`src/core/hrr_pkg.sv`:
```
// Shared types and constants for the hub repeater port routing core
package hrr_pkg;

	// Default count of downstream facing ports
	localparam int HRR_NUM_PORTS_DEF = 4;

	// Reset value of the high-speed mode flag
	localparam logic HRR_HS_MODE_RST = 1'b0;

	// Repeater connectivity states
	typedef enum logic [1:0] {
		HRR_IDLE,
		HRR_UP,
		HRR_DOWN
	} hrr_state_e;

endpackage

```
`src/core/hrr_pick.sv`:
```
// Fixed-priority picker: lowest numbered requesting port wins
module hrr_pick
	import hrr_pkg::*;
#(
	parameter int N = HRR_NUM_PORTS_DEF
) (
	input  wire logic [N-1:0] req_in,
	output logic      [N-1:0] gnt_out,
	output logic              any_out
);

	initial begin
		if (N < 1) begin
			$error("hrr_pick needs at least one port");
		end
	end

	// [RQ15] Deterministic single winner
	always_comb begin
		gnt_out = '0;
		any_out = 1'b0;
		for (int i = 0; i < N; i++) begin
			if (req_in[i] && !any_out) begin
				gnt_out[i] = 1'b1;
				any_out    = 1'b1;
			end
		end
	end

endmodule

```
`src/core/hrr_core.sv`:
```
// Hub repeater speed selection, port routing and packet connectivity
// What this block does
// [RQ1] High-speed upstream makes the hub high-speed
// [RQ2] Full-speed upstream makes the hub full-speed
// [RQ3] Full/low upstream disables translator and HS repeater
// [RQ4] Full/low upstream routes every port to repeater
// [RQ5] High-speed upstream stops the full/low repeater
// [RQ6] HS device port goes to HS repeater
// [RQ7] Full/low device under HS goes to translator
// [RQ8] Translator path takes splits toward full/low devices
// [RQ9] One upstream port plus downstream ports
// [RQ10] Idle: no connection, all repeater-routed ports receiving
// [RQ11] Downstream start connects that port upstream only
// [RQ12] Upstream start broadcasts to enabled repeater-routed ports
// [RQ13] Disabled ports never get downstream traffic
// [RQ14] Packet end tears down back to idle
// [RQ15] Simultaneous starts: one port, fixed priority
module hrr_core
	import hrr_pkg::*;
#(
	parameter int NUM_PORTS = HRR_NUM_PORTS_DEF
) (
	input  wire logic                 CLK_SYS_IN,
	input  wire logic                 RST_N_IN,
	input  wire logic                 UP_CONNECTED_IN,
	input  wire logic                 UP_HIGH_SPEED_IN,
	input  wire logic [NUM_PORTS-1:0] DN_ENABLED_IN,
	input  wire logic [NUM_PORTS-1:0] DN_HIGH_SPEED_IN,
	input  wire logic                 UP_SOP_IN,
	input  wire logic                 UP_EOP_IN,
	input  wire logic [NUM_PORTS-1:0] DN_SOP_IN,
	input  wire logic [NUM_PORTS-1:0] DN_EOP_IN,
	output logic                      HS_MODE_OUT,
	output logic                      FS_MODE_OUT,
	output logic                      TT_ACTIVE_OUT,
	output logic                      HS_RPT_ACTIVE_OUT,
	output logic                      FS_RPT_ACTIVE_OUT,
	output logic [NUM_PORTS-1:0]      ROUTE_TT_OUT,
	output logic [NUM_PORTS-1:0]      RPT_RX_OUT,
	output logic [NUM_PORTS-1:0]      DN_DRIVE_OUT,
	output logic [NUM_PORTS-1:0]      UP_SRC_OUT,
	output logic                      UP_DRIVE_OUT,
	output logic                      RPT_BUSY_OUT
);

	initial begin
		if (NUM_PORTS < 1 || NUM_PORTS > 32) begin
			$error("hrr_core: NUM_PORTS must be 1 to 32");
		end
	end

	// Speed and routing state
	logic                 hs_q,      hs_d;
	logic                 fs_q,      fs_d;
	logic                 tt_q,      tt_d;
	logic                 hsr_q,     hsr_d;
	logic                 fsr_q,     fsr_d;
	logic [NUM_PORTS-1:0] rtt_q,     rtt_d;

	// Connectivity state
	hrr_state_e           st_q,      st_d;
	logic [NUM_PORTS-1:0] src_q,     src_d;
	logic [NUM_PORTS-1:0] drv_q,     drv_d;
	logic [NUM_PORTS-1:0] rx_q,      rx_d;
	logic                 updrv_q,   updrv_d;
	logic                 busy_q,    busy_d;

	logic [NUM_PORTS-1:0] rpt_ports;
	logic [NUM_PORTS-1:0] dn_req;
	logic [NUM_PORTS-1:0] dn_gnt;
	logic                 dn_any;

	// Route in force after this edge, so a start taken now matches the route it lands on
	assign rpt_ports = ~rtt_d;
	assign dn_req    = DN_SOP_IN & DN_ENABLED_IN & rpt_ports;

	hrr_pick #(
		.N       (NUM_PORTS)
	) u_pick (
		.req_in  (dn_req),
		.gnt_out (dn_gnt),
		.any_out (dn_any)
	);

	// Speed is only re-evaluated while idle so a route never flips mid-packet
	always_comb begin
		hs_d  = hs_q;
		fs_d  = fs_q;
		tt_d  = tt_q;
		hsr_d = hsr_q;
		fsr_d = fsr_q;
		rtt_d = rtt_q;
		if (st_q == HRR_IDLE) begin
			hs_d  = 1'b0;
			fs_d  = 1'b0;
			tt_d  = 1'b0;
			hsr_d = 1'b0;
			fsr_d = 1'b0;
			rtt_d = '0;
			if (UP_CONNECTED_IN) begin
				// [RQ1] High-speed operation
				hs_d  = UP_HIGH_SPEED_IN;
				// [RQ2] Full-speed operation
				fs_d  = !UP_HIGH_SPEED_IN;
				// [RQ3] HS functions off when full/low
				// [RQ5] FS repeater off when high-speed
				fsr_d = !UP_HIGH_SPEED_IN;
				// [RQ6] HS repeater serves HS devices
				hsr_d = UP_HIGH_SPEED_IN;
				// [RQ7] Full/low devices to translator
				// [RQ4] All ports to repeater when full/low
				rtt_d = UP_HIGH_SPEED_IN ? ~DN_HIGH_SPEED_IN : '0;
				// [RQ8] Translator serves split traffic under HS
				tt_d  = UP_HIGH_SPEED_IN;
			end
		end
	end

	always_comb begin
		st_d    = st_q;
		src_d   = src_q;
		drv_d   = drv_q;
		rx_d    = rx_q;
		updrv_d = updrv_q;
		case (st_q)
			HRR_IDLE: begin
				// [RQ10] No connection, all repeater-routed ports receiving
				src_d   = '0;
				drv_d   = '0;
				updrv_d = 1'b0;
				rx_d    = rpt_ports;
				if (UP_SOP_IN && UP_CONNECTED_IN) begin
					// [RQ12] Broadcast to enabled repeater-routed ports
					// [RQ13] Disabled ports excluded
					st_d  = HRR_DOWN;
					drv_d = DN_ENABLED_IN & rpt_ports;
					rx_d  = '0;
				end else if (dn_any && UP_CONNECTED_IN) begin
					// [RQ11] One port upstream only
					// [RQ9] Single upstream port
					st_d    = HRR_UP;
					src_d   = dn_gnt;
					updrv_d = 1'b1;
					rx_d    = dn_gnt;
				end
			end
			HRR_DOWN: begin
				// [RQ13] Port disabled mid-packet drops off
				drv_d = drv_q & DN_ENABLED_IN;
				// [RQ14] Tear down at packet end
				if (UP_EOP_IN || !UP_CONNECTED_IN) begin
					st_d  = HRR_IDLE;
					drv_d = '0;
					rx_d  = rpt_ports;
				end
			end
			HRR_UP: begin
				// [RQ14] Tear down at packet end
				if (|(DN_EOP_IN & src_q) || !(|(src_q & DN_ENABLED_IN))) begin
					st_d    = HRR_IDLE;
					src_d   = '0;
					updrv_d = 1'b0;
					rx_d    = rpt_ports;
				end
			end
			default: begin
				st_d    = HRR_IDLE;
				src_d   = '0;
				drv_d   = '0;
				updrv_d = 1'b0;
				rx_d    = rpt_ports;
			end
		endcase
		busy_d  = (st_d != HRR_IDLE);
	end

	always_ff @(posedge CLK_SYS_IN) begin
		if (!RST_N_IN) begin
			hs_q    <= HRR_HS_MODE_RST;
			fs_q    <= 1'b0;
			tt_q    <= 1'b0;
			hsr_q   <= 1'b0;
			fsr_q   <= 1'b0;
			rtt_q   <= '0;
			st_q    <= HRR_IDLE;
			src_q   <= '0;
			drv_q   <= '0;
			rx_q    <= '0;
			updrv_q <= 1'b0;
			busy_q  <= 1'b0;
		end else begin
			hs_q    <= hs_d;
			fs_q    <= fs_d;
			tt_q    <= tt_d;
			hsr_q   <= hsr_d;
			fsr_q   <= fsr_d;
			rtt_q   <= rtt_d;
			st_q    <= st_d;
			src_q   <= src_d;
			drv_q   <= drv_d;
			rx_q    <= rx_d;
			updrv_q <= updrv_d;
			busy_q  <= busy_d;
		end
	end

	assign HS_MODE_OUT       = hs_q;
	assign FS_MODE_OUT       = fs_q;
	assign TT_ACTIVE_OUT     = tt_q;
	assign HS_RPT_ACTIVE_OUT = hsr_q;
	assign FS_RPT_ACTIVE_OUT = fsr_q;
	assign ROUTE_TT_OUT      = rtt_q;
	assign RPT_RX_OUT        = rx_q;
	assign DN_DRIVE_OUT      = drv_q;
	assign UP_SRC_OUT        = src_q;
	assign UP_DRIVE_OUT      = updrv_q;
	assign RPT_BUSY_OUT      = busy_q;

	// Checks
	chk_fs_no_hs: assert property (@(posedge CLK_SYS_IN) disable iff (!RST_N_IN) // [RQ3]
		fs_q |-> !tt_q && !hsr_q && rtt_q == '0)
		else $error("HS function active in full-speed mode");
	chk_hs_no_fsr: assert property (@(posedge CLK_SYS_IN) disable iff (!RST_N_IN) // [RQ5]
		hs_q |-> !fsr_q && !fs_q)
		else $error("FS repeater active in high-speed mode");
	chk_hs_mode_set: assert property (@(posedge CLK_SYS_IN) disable iff (!RST_N_IN) // [RQ1]
		(st_q == HRR_IDLE && UP_CONNECTED_IN && UP_HIGH_SPEED_IN) |=> hs_q && hsr_q)
		else $error("high-speed mode not taken");
	chk_fs_mode_set: assert property (@(posedge CLK_SYS_IN) disable iff (!RST_N_IN) // [RQ2]
		(st_q == HRR_IDLE && UP_CONNECTED_IN && !UP_HIGH_SPEED_IN) |=> fs_q && fsr_q)
		else $error("full-speed mode not taken");
	chk_tt_route: assert property (@(posedge CLK_SYS_IN) disable iff (!RST_N_IN) // [RQ7]
		(st_q == HRR_IDLE && UP_CONNECTED_IN && UP_HIGH_SPEED_IN)
		|=> rtt_q == ~$past(DN_HIGH_SPEED_IN))
		else $error("translator routing wrong");
	chk_idle_quiet: assert property (@(posedge CLK_SYS_IN) disable iff (!RST_N_IN) // [RQ10]
		(st_q == HRR_IDLE) |-> drv_q == '0 && !updrv_q)
		else $error("connection held while idle");
	chk_up_single: assert property (@(posedge CLK_SYS_IN) disable iff (!RST_N_IN) // [RQ11]
		(st_q == HRR_UP) |-> $onehot(src_q) && drv_q == '0 && updrv_q)
		else $error("upstream connection not single port");
	chk_bcast_set: assert property (@(posedge CLK_SYS_IN) disable iff (!RST_N_IN) // [RQ12]
		(st_q == HRR_IDLE && UP_SOP_IN && UP_CONNECTED_IN)
		|=> st_q == HRR_DOWN && drv_q == ($past(DN_ENABLED_IN) & ~rtt_q))
		else $error("broadcast set wrong");
	chk_no_disabled: assert property (@(posedge CLK_SYS_IN) disable iff (!RST_N_IN) // [RQ13]
		(drv_q & ~$past(DN_ENABLED_IN)) == '0)
		else $error("disabled port driven");
	chk_teardown: assert property (@(posedge CLK_SYS_IN) disable iff (!RST_N_IN) // [RQ14]
		(st_q == HRR_DOWN && UP_EOP_IN)
		|=> st_q == HRR_IDLE && drv_q == '0 && rx_q == ~rtt_q)
		else $error("no teardown after packet end");
	chk_pick_low: assert property (@(posedge CLK_SYS_IN) disable iff (!RST_N_IN) // [RQ15]
		(st_q == HRR_IDLE && !UP_SOP_IN && UP_CONNECTED_IN && dn_any)
		|=> src_q == $past(dn_req & (~dn_req + 1'b1)))
		else $error("arbitration not lowest port");

endmodule

```
`config.mk`:
```
export PLATFORM = sky130hd
export DESIGN_NAME = hrr_core
export DESIGN_NICKNAME = d
export VERILOG_FILES = /design/src/core/hrr_pkg.sv /design/src/core/hrr_pick.sv /design/src/core/hrr_core.sv
export SDC_FILE = /design/constraint.sdc
export NUM_CORES = 1
export LEC_CHECK = 0
export ABC_AREA = 1
export BUFFER_PORTS_ARGS = -buffer_cell sky130_fd_sc_hd__buf_2
export CAP_MARGIN = 10
export CORE_MARGIN = 8
export CORE_UTILIZATION = 40
export DETAILED_ROUTE_END_ITERATION = 12
export PLACE_DENSITY = 0.74
export SLEW_MARGIN = 25
export SYNTH_ARGS = -nofsm -noshare
export SYNTH_HDL_FRONTEND = slang
export SYNTH_SLANG_ARGS = --single-unit
```
`constraint.sdc`:
```
create_clock -name CLK_SYS_IN -period 3.9 [get_ports CLK_SYS_IN]
set_clock_uncertainty 0.15 [all_clocks]
set_input_delay 0.195 -clock CLK_SYS_IN [delete_from_list [all_inputs] [get_ports CLK_SYS_IN]]
set_output_delay 0.195 -clock CLK_SYS_IN [all_outputs]
set_load 0.02 [all_outputs]
```
* Word level (Yosys, flattened, before mapping)
Cells that the tools add are included.
** Operators by class
- Equal/unequal tests :: 4
- Multiplexer cells :: 33
- Bitwise logic cells :: 9
- Reductions and logical operators :: 19
** Operators by type and width (number)
- $mux W4 :: 12
- $pmux W4 S3 :: 3
- $and A4 B4 Y4 :: 6
- $mux W1 :: 12
- $mux W2 :: 4
- $not A4 Y4 :: 2
- $reduce_or A4 Y1 :: 2
- $logic_not A1 Y1 :: 6
- $pmux W2 S3 :: 1
- $logic_and A1 B1 Y1 :: 5
- $ne A2 B2 Y1 const B :: 2
- $reduce_and A2 Y1 :: 2
- $pmux W1 S3 :: 1
- $eq A2 B1 Y1 const B :: 1
- $eq A2 B2 Y1 const B :: 1
- $logic_not A2 Y1 :: 1
- $logic_or A1 B1 Y1 :: 2
- $reduce_bool A2 Y1 :: 1
- $not A1 Y1 :: 1
** Storage, ports and cells
- Bits in registers :: 22
- Bits of input ports :: 22
- Output and inout port bits :: 23
- Logic and storage cells :: 74

* Longest topological paths before layout
- Word-level depth :: 21
- Gate-level depth with buffers :: 13
- Depth with buffers taken out :: 12

* By module
A second synthesis with hierarchy kept.
** Second synthesis, totals
- Cell total of the unflattened synthesis :: 179
- Area, all modules :: 1187.4 um2
** Modules (own cells, without submodules)
- hrr_core :: times used 1, cells each 169, area an instance 1141.1 um2, seq. area each 440.4 um2
- hrr_pick :: times used 1, cells each 10, area an instance 46.3 um2, seq. area each 0.0 um2

* Worst setup path before layout
Ideal clock, no wire load.
- Path kind :: flip-flop to flip-flop
- Start point :: register st_q[1]
- End point :: register rx_q[2], in the netlist RPT_RX_OUT[2]
- Library setup time :: 109 ps
- Data arrival time :: 1206 ps
- Required time :: 3641 ps
- Slack :: 2435 ps
- Stages on the path, launching flop included :: 14
- Path buffers :: 1
- Period minus slack after synthesis :: 1465 ps
- Path through :: dfxtp_1 -> inv_2 -> nand2_2 -> buf_6 -> nor2_2 -> nand2_1 -> nand3_2 -> nand4_4 -> nand2_1 -> nand2_1 -> nand4_1 -> nand3_1 -> nand2_1 -> inv_1
** On the way
- Cells in the longest elaborated chain, start to end :: 18
- Elaborated cells on any way between the ends :: 26
- Those cells by class :: eq/ne (4); mux (11); bitwise (2); reduce/logical (9)
** RTL lines
- from (decl) :: RTL line hrr_core.sv:61 : hrr_state_e st_q, st_d;
- from (signal assigned) :: RTL line hrr_core.sv:198 : st_q <= st_d;
- $logic_not A2 Y1 :: RTL line hrr_core.sv:93, hrr_core.sv:125
- $mux W4 :: RTL line hrr_core.sv:93 : if (st_q == HRR_IDLE) begin
- $not A4 Y4 :: RTL line hrr_core.sv:74 : assign rpt_ports = ~rtt_d;
- $and A4 B4 Y4 :: RTL line hrr_core.sv:75 : assign dn_req = DN_SOP_IN & DN_ENABLED_IN & rpt_ports;
- $mux W1 :: RTL line hrr_pick.sv:23 : if (req_in[i] && !any_out) begin
- $logic_not A1 Y1 :: RTL line hrr_pick.sv:23
- $logic_and A1 B1 Y1 :: RTL line hrr_pick.sv:23
- $mux W1 :: RTL line hrr_pick.sv:23
- [... 2 more ...]
- $mux W1 :: RTL line hrr_pick.sv:23
- $logic_not A1 Y1 :: RTL line hrr_pick.sv:23
- $logic_and A1 B1 Y1 :: RTL line hrr_pick.sv:23
- $mux W1 :: RTL line hrr_pick.sv:23
- $logic_and A1 B1 Y1 :: RTL line hrr_core.sv:138 : end else if (dn_any && UP_CONNECTED_IN) begin
- $mux W4 :: RTL line hrr_core.sv:138
- $mux W4 :: RTL line hrr_core.sv:132 : if (UP_SOP_IN && UP_CONNECTED_IN) begin
- $pmux W4 S3 :: RTL line hrr_core.sv:125 : case (st_q)
- to (signal assigned) :: RTL line hrr_core.sv:201 : rx_q <= rx_d;
- to (decl) :: RTL line hrr_core.sv:64 : logic [NUM_PORTS-1:0] rx_q, rx_d;
Several ways; a longest one is shown, not always the timed one. The select of a mux whose other input is x is not followed.
A chain may end at the register's enable or synchronous reset.

* Worst setup path in the final report
- Start point :: register st_q[0]
- End point :: register busy_q, in the netlist RPT_BUSY_OUT
** On the way
- Cells in the longest elaborated chain, start to end :: 19
- Elaborated cells on any way between the ends :: 23
- Those cells by class :: eq/ne (2); mux (10); bitwise (2); reduce/logical (9)
** RTL lines
- $logic_not A2 Y1 :: RTL line hrr_core.sv:93, hrr_core.sv:125
- $mux W4 :: RTL line hrr_core.sv:93
- $not A4 Y4 :: RTL line hrr_core.sv:74
- $and A4 B4 Y4 :: RTL line hrr_core.sv:75
- $mux W1 :: RTL line hrr_pick.sv:23
- $logic_not A1 Y1 :: RTL line hrr_pick.sv:23
- $logic_and A1 B1 Y1 :: RTL line hrr_pick.sv:23
- $mux W1 :: RTL line hrr_pick.sv:23
- [... 3 more ...]
- $logic_not A1 Y1 :: RTL line hrr_pick.sv:23
- $logic_and A1 B1 Y1 :: RTL line hrr_pick.sv:23
- $mux W1 :: RTL line hrr_pick.sv:23
- $logic_and A1 B1 Y1 :: RTL line hrr_core.sv:138
- $mux W2 :: RTL line hrr_core.sv:138
- $mux W2 :: RTL line hrr_core.sv:132
- $pmux W2 S3 (*) :: RTL line hrr_core.sv:125
- $reduce_bool A2 Y1 (*) :: RTL line hrr_core.sv:174 : busy_d = (st_d != HRR_IDLE);
- to (signal assigned) :: RTL line hrr_core.sv:203 : busy_q <= busy_d;
- to (decl) :: RTL line hrr_core.sv:66 : logic busy_q, busy_d;
Every way passes the cells marked *; elsewhere a longest branch is shown, timed or not.

==> reports/results.md <==
| Result | Value | Unit |
|---|---|---|
| Total congestion overflow after global routing | 0 | - |
| Number of buffers inserted during clock tree synthesis | 3 | - |
| Top layer reached by signal wires | met4 | - |
| Maximum clock frequency | 559 | MHz |
| Mapped Area | 1170 | µm² |
| Dominant cell type by area after synthesis | sky130_fd_sc_hd__dfxtp_1 | - |
| Final Util | 52.3 | % |
| Ranking of synthesized cells by instance count | sky130_fd_sc_hd__nand2_1 (47), sky130_fd_sc_hd__inv_1 (25), sky130_fd_sc_hd__dfxtp_1 (22), sky130_fd_sc_hd__nor2_1 (22), sky130_fd_sc_hd__a21oi_1 (13) | - |
| Final total power | 0.522 | mW |
| Count of H-tree levels built during CTS | 1 | - |
| Power density over the cells | 359 | nW/µm² |
| Number of setup violations in the final report | 0 | - |
| Kind of path behind the tightest hold check | input port to register | - |
| Placed wire-length estimate | 2600 | µm |
| Worst slew pin tran | 0.522 | ns |
| Critical-path maximum fanout | 12 | - |
| Count of flip-flops with a built-in enable after synthesis | 0 | - |
| Share of layout cells above drive strength 1 | 29.4 | % |
| Post-route minimum period | 1.79 | ns |
| Clock tree from TritonCTS | done | - |
| Routed wire length | 3230 | µm |
| Maximum buffer depth of the clock tree | 2 | - |
| Outcome | completed | - |
| PostCTS Resize Cnt | 0 | - |
| Net switching component of the power | 0.146 | mW |
| Clock edge transition at the registers on the reported setup and hold paths | 0.13 | ns |
| Die width | 70.1 | µm |
| Setup CP Type | register to register | - |
| Internal power contribution | 0.376 | mW |
| Final hold viol count | 0 | - |
| DRC marker count from the first detailed-route iteration | 73 | - |
| Initial antenna violation count | 0 | - |
| Storage cell area | 440 | µm² |
| Final Max Tran Viols | 0 | - |
| Layout Area Growth over Synthesis | 24.3 | % |
| Maximum number of pins on one net before global-route repair | 20 | - |
| Critical Path Source Type | register | - |
| Total area of multi-input combinational cells | 581 | µm² |
| Static power due to leakage | 0.811 | nW |
| Met2 routed wirelength | 1450 | µm |
| Most instantiated flip-flop cell in the synthesis netlist | sky130_fd_sc_hd__dfxtp_1 | - |
| Share of the yosys chip area belonging to registers | 37.6 | % |
| #FFs+latches synth | 22 | - |
| Total negative slack for setup checks | 0 | ns |
| Detailed route wirelength on metal3 | 218 | µm |
| Library cell used as clock root buffer | sky130_fd_sc_hd__clkbuf_4 | - |
| GPL Wtd Cong | 0.882 | - |
| Worst-skew pair later-pin latency | 0.31 | ns |
| Required time at the endpoint of the critical path | 3.96 | ns |
| Top-Level Pins | 45 | - |
| Fraction of power spent switching nets | 28.0 | % |
| Sequential power share | 46.4 | % |
| Combinational power share | 19.8 | % |
| Synth warn | 0 | - |
| Initial Utilization | 42.1 | % |
| Total GRT Usage | 12.8 | % |
| Wire length of the first global-routing pass | 5380 | µm |
| Via density | 4.87 | - |
| Part of the cycle the worst path needs | 45.9 | % |
| Wirelength per Cell | 13.0 | µm |
| Crit path DAT | 1.85 | ns |
| Most frequent cell after synthesis | sky130_fd_sc_hd__nand2_1 | - |
| Die Span Y | 70.1 | µm |
| Nets | 241 | - |
| Layout fillers | 290 | - |
| Number of remaining DRC errors | 0 | - |
| Net Count, Synth | 196 | - |
| Count of buffers inserted at the top-level ports | 44 | - |
| Antenna Cells | 0 | - |
| Routed length on met1 | 1530 | µm |
| Max Cap Viol | 0 | - |
| Number of cell rows | 19 | - |
| Clock group share of total power | 33.8 | % |
| Avg Inst Size Synth | 6.73 | µm² |
| Initial DRT Pass Iterations | 5 | - |
| Number of global-route vias before repair | 1,203 | - |
| Peak VDD IR | 0.234 | mV |
| Core Box Area | 2780 | µm² |
| Count of mapped cells out of synthesis | 174 | - |
| Fraction of registers with async set or reset after synthesis | 0 | % |
| Die area | 4920 | µm² |
| Biggest area contributors in the synthesized netlist | sky130_fd_sc_hd__dfxtp_1 (38%), sky130_fd_sc_hd__nand2_1 (15%), sky130_fd_sc_hd__inv_1 (8.0%), sky130_fd_sc_hd__nor2_1 (7.1%), sky130_fd_sc_hd__a21oi_1 (5.6%) | - |
| Portion of synthesized cell area occupied by the leading cell type | 37.6 | % |
| Number of distinct library cells after synthesis | 21 | - |
| CTS sink count | 22 | - |
| Vias | 1,213 | - |
| RSZ-0062 raised after global routing | false | - |
| Type of element capturing the critical path | register | - |
| Headroom to the max-slew limit | 65.0 | % |
| Residual antenna-violating net count after detailed routing | 0 | - |
critical path: stages, from the launching register on:
cell and delay [ns]:
sky130_fd_sc_hd__dfxtp_1 0.42, sky130_fd_sc_hd__inv_2 0.06, sky130_fd_sc_hd__nand2_2 0.20, sky130_fd_sc_hd__nand2_1 0.15, sky130_fd_sc_hd__nand3_2 0.16, sky130_fd_sc_hd__nand4_4 0.13, sky130_fd_sc_hd__nand2_1 0.13, sky130_fd_sc_hd__inv_2 0.05
sky130_fd_sc_hd__nor2_1 0.14, sky130_fd_sc_hd__a21oi_1 0.08
flip-flops by register name, indices dropped and copies added, names as in the netlist:
| register | count |
|---|---|
| ROUTE_TT_OUT | 4 |
| DN_DRIVE_OUT | 4 |
| st_q | 2 |
| RPT_BUSY_OUT | 1 |
| RPT_RX_OUT | 4 |
| UP_DRIVE_OUT | 1 |
| FS_RPT_ACTIVE_OUT | 1 |
| UP_SRC_OUT | 4 |
| HS_RPT_ACTIVE_OUT | 1 |
power by group through the flow:
stage                     logic, mW  clock network [mW]  registers, mW
final                         0.103               0.176          0.242
after global routing          0.114               0.192          0.244
after CTS                     0.103               0.177          0.242
after detailed placement      0.102                   0          0.247
after global placement        0.102                   0          0.247
after floorplan              0.0565                   0          0.259
placed cells by master (no fill, tap or decap), drive strengths merged:
cell,netlist,final
dfxtp,22,22
clkinv,1,1
nand4,6,6
o221ai,1,1
nor2,25,25
a32o,2,2
dlygate4sd3,0,1
clkbuf,1,3
o21ai,2,2
bufinv,0,1
nand2,49,49
buf,4,44
a31oi,1,1
a21oi,13,13
inv,29,29
nand3,16,16
a22o,2,2
final timing paths:
check / startpoint / end / slack (ns) / cells past startpoint
hold reg to reg: DN_DRIVE_OUT[2]$_SDFFE_PN0P_ / DN_DRIVE_OUT[2]$_SDFFE_PN0P_ / 0.32 / 2
setup / recovery: st_q[0]$_SDFF_PN0_ / RPT_BUSY_OUT$_SDFF_PN0_ / 2.11 / 9
hold / removal: DN_ENABLED_IN[2] / DN_DRIVE_OUT[2]$_SDFFE_PN0P_ / 0.02 / 3
setup reg to reg: st_q[0]$_SDFF_PN0_ / RPT_BUSY_OUT$_SDFF_PN0_ / 2.11 / 9
timing repair:
action	CTS	global route
hold buffers	1	0
hold endpoints to repair	2	0
setup buffers	0	0
final cells by class:
class                   count  share of cell area [%]
multi-input cells         117                    39.9
flip-flops and latches     22                    30.3
repair buffers             45                    15.8
inverters                  30                    7.74
well taps                  31                    2.67
clock inverters             1                    2.06
clock buffers               3                    1.55
cells by family after synthesis:
logic type             share of synthesized area, %
AO/OA/AOI/OAI                                  10.9
flip-flops                                     37.6
buffers and inverters                          12.8
AND/OR/NAND/NOR                                38.7
layer usage:
| metal | GRT usage (%) | up-vias |
|---|---|---|
| met5 | 0 | - |
| met4 | 4.02 | 0 |
| met3 | 3.95 | 5 |
| met2 | 20.4 | 40 |
| met1 | 16.1 | 530 |
| li1 | - | 638 |
per-stage QoR:
step / hold slack, ns / cell area, µm² / cells / worst slack [ns]
floorplan: 0.143 / 1170 / 174 / 2.44
global placement: 0.300 / 1390 / 244 / 2.22
detailed placement: 0.306 / 1390 / 244 / 2.16
CTS: 0.0204 / 1460 / 249 / 2.13
global route: 0.0168 / 1460 / 249 / 1.99
finish: 0.0184 / 1460 / 249 / 2.11
(Power assumes the default switching activity.)
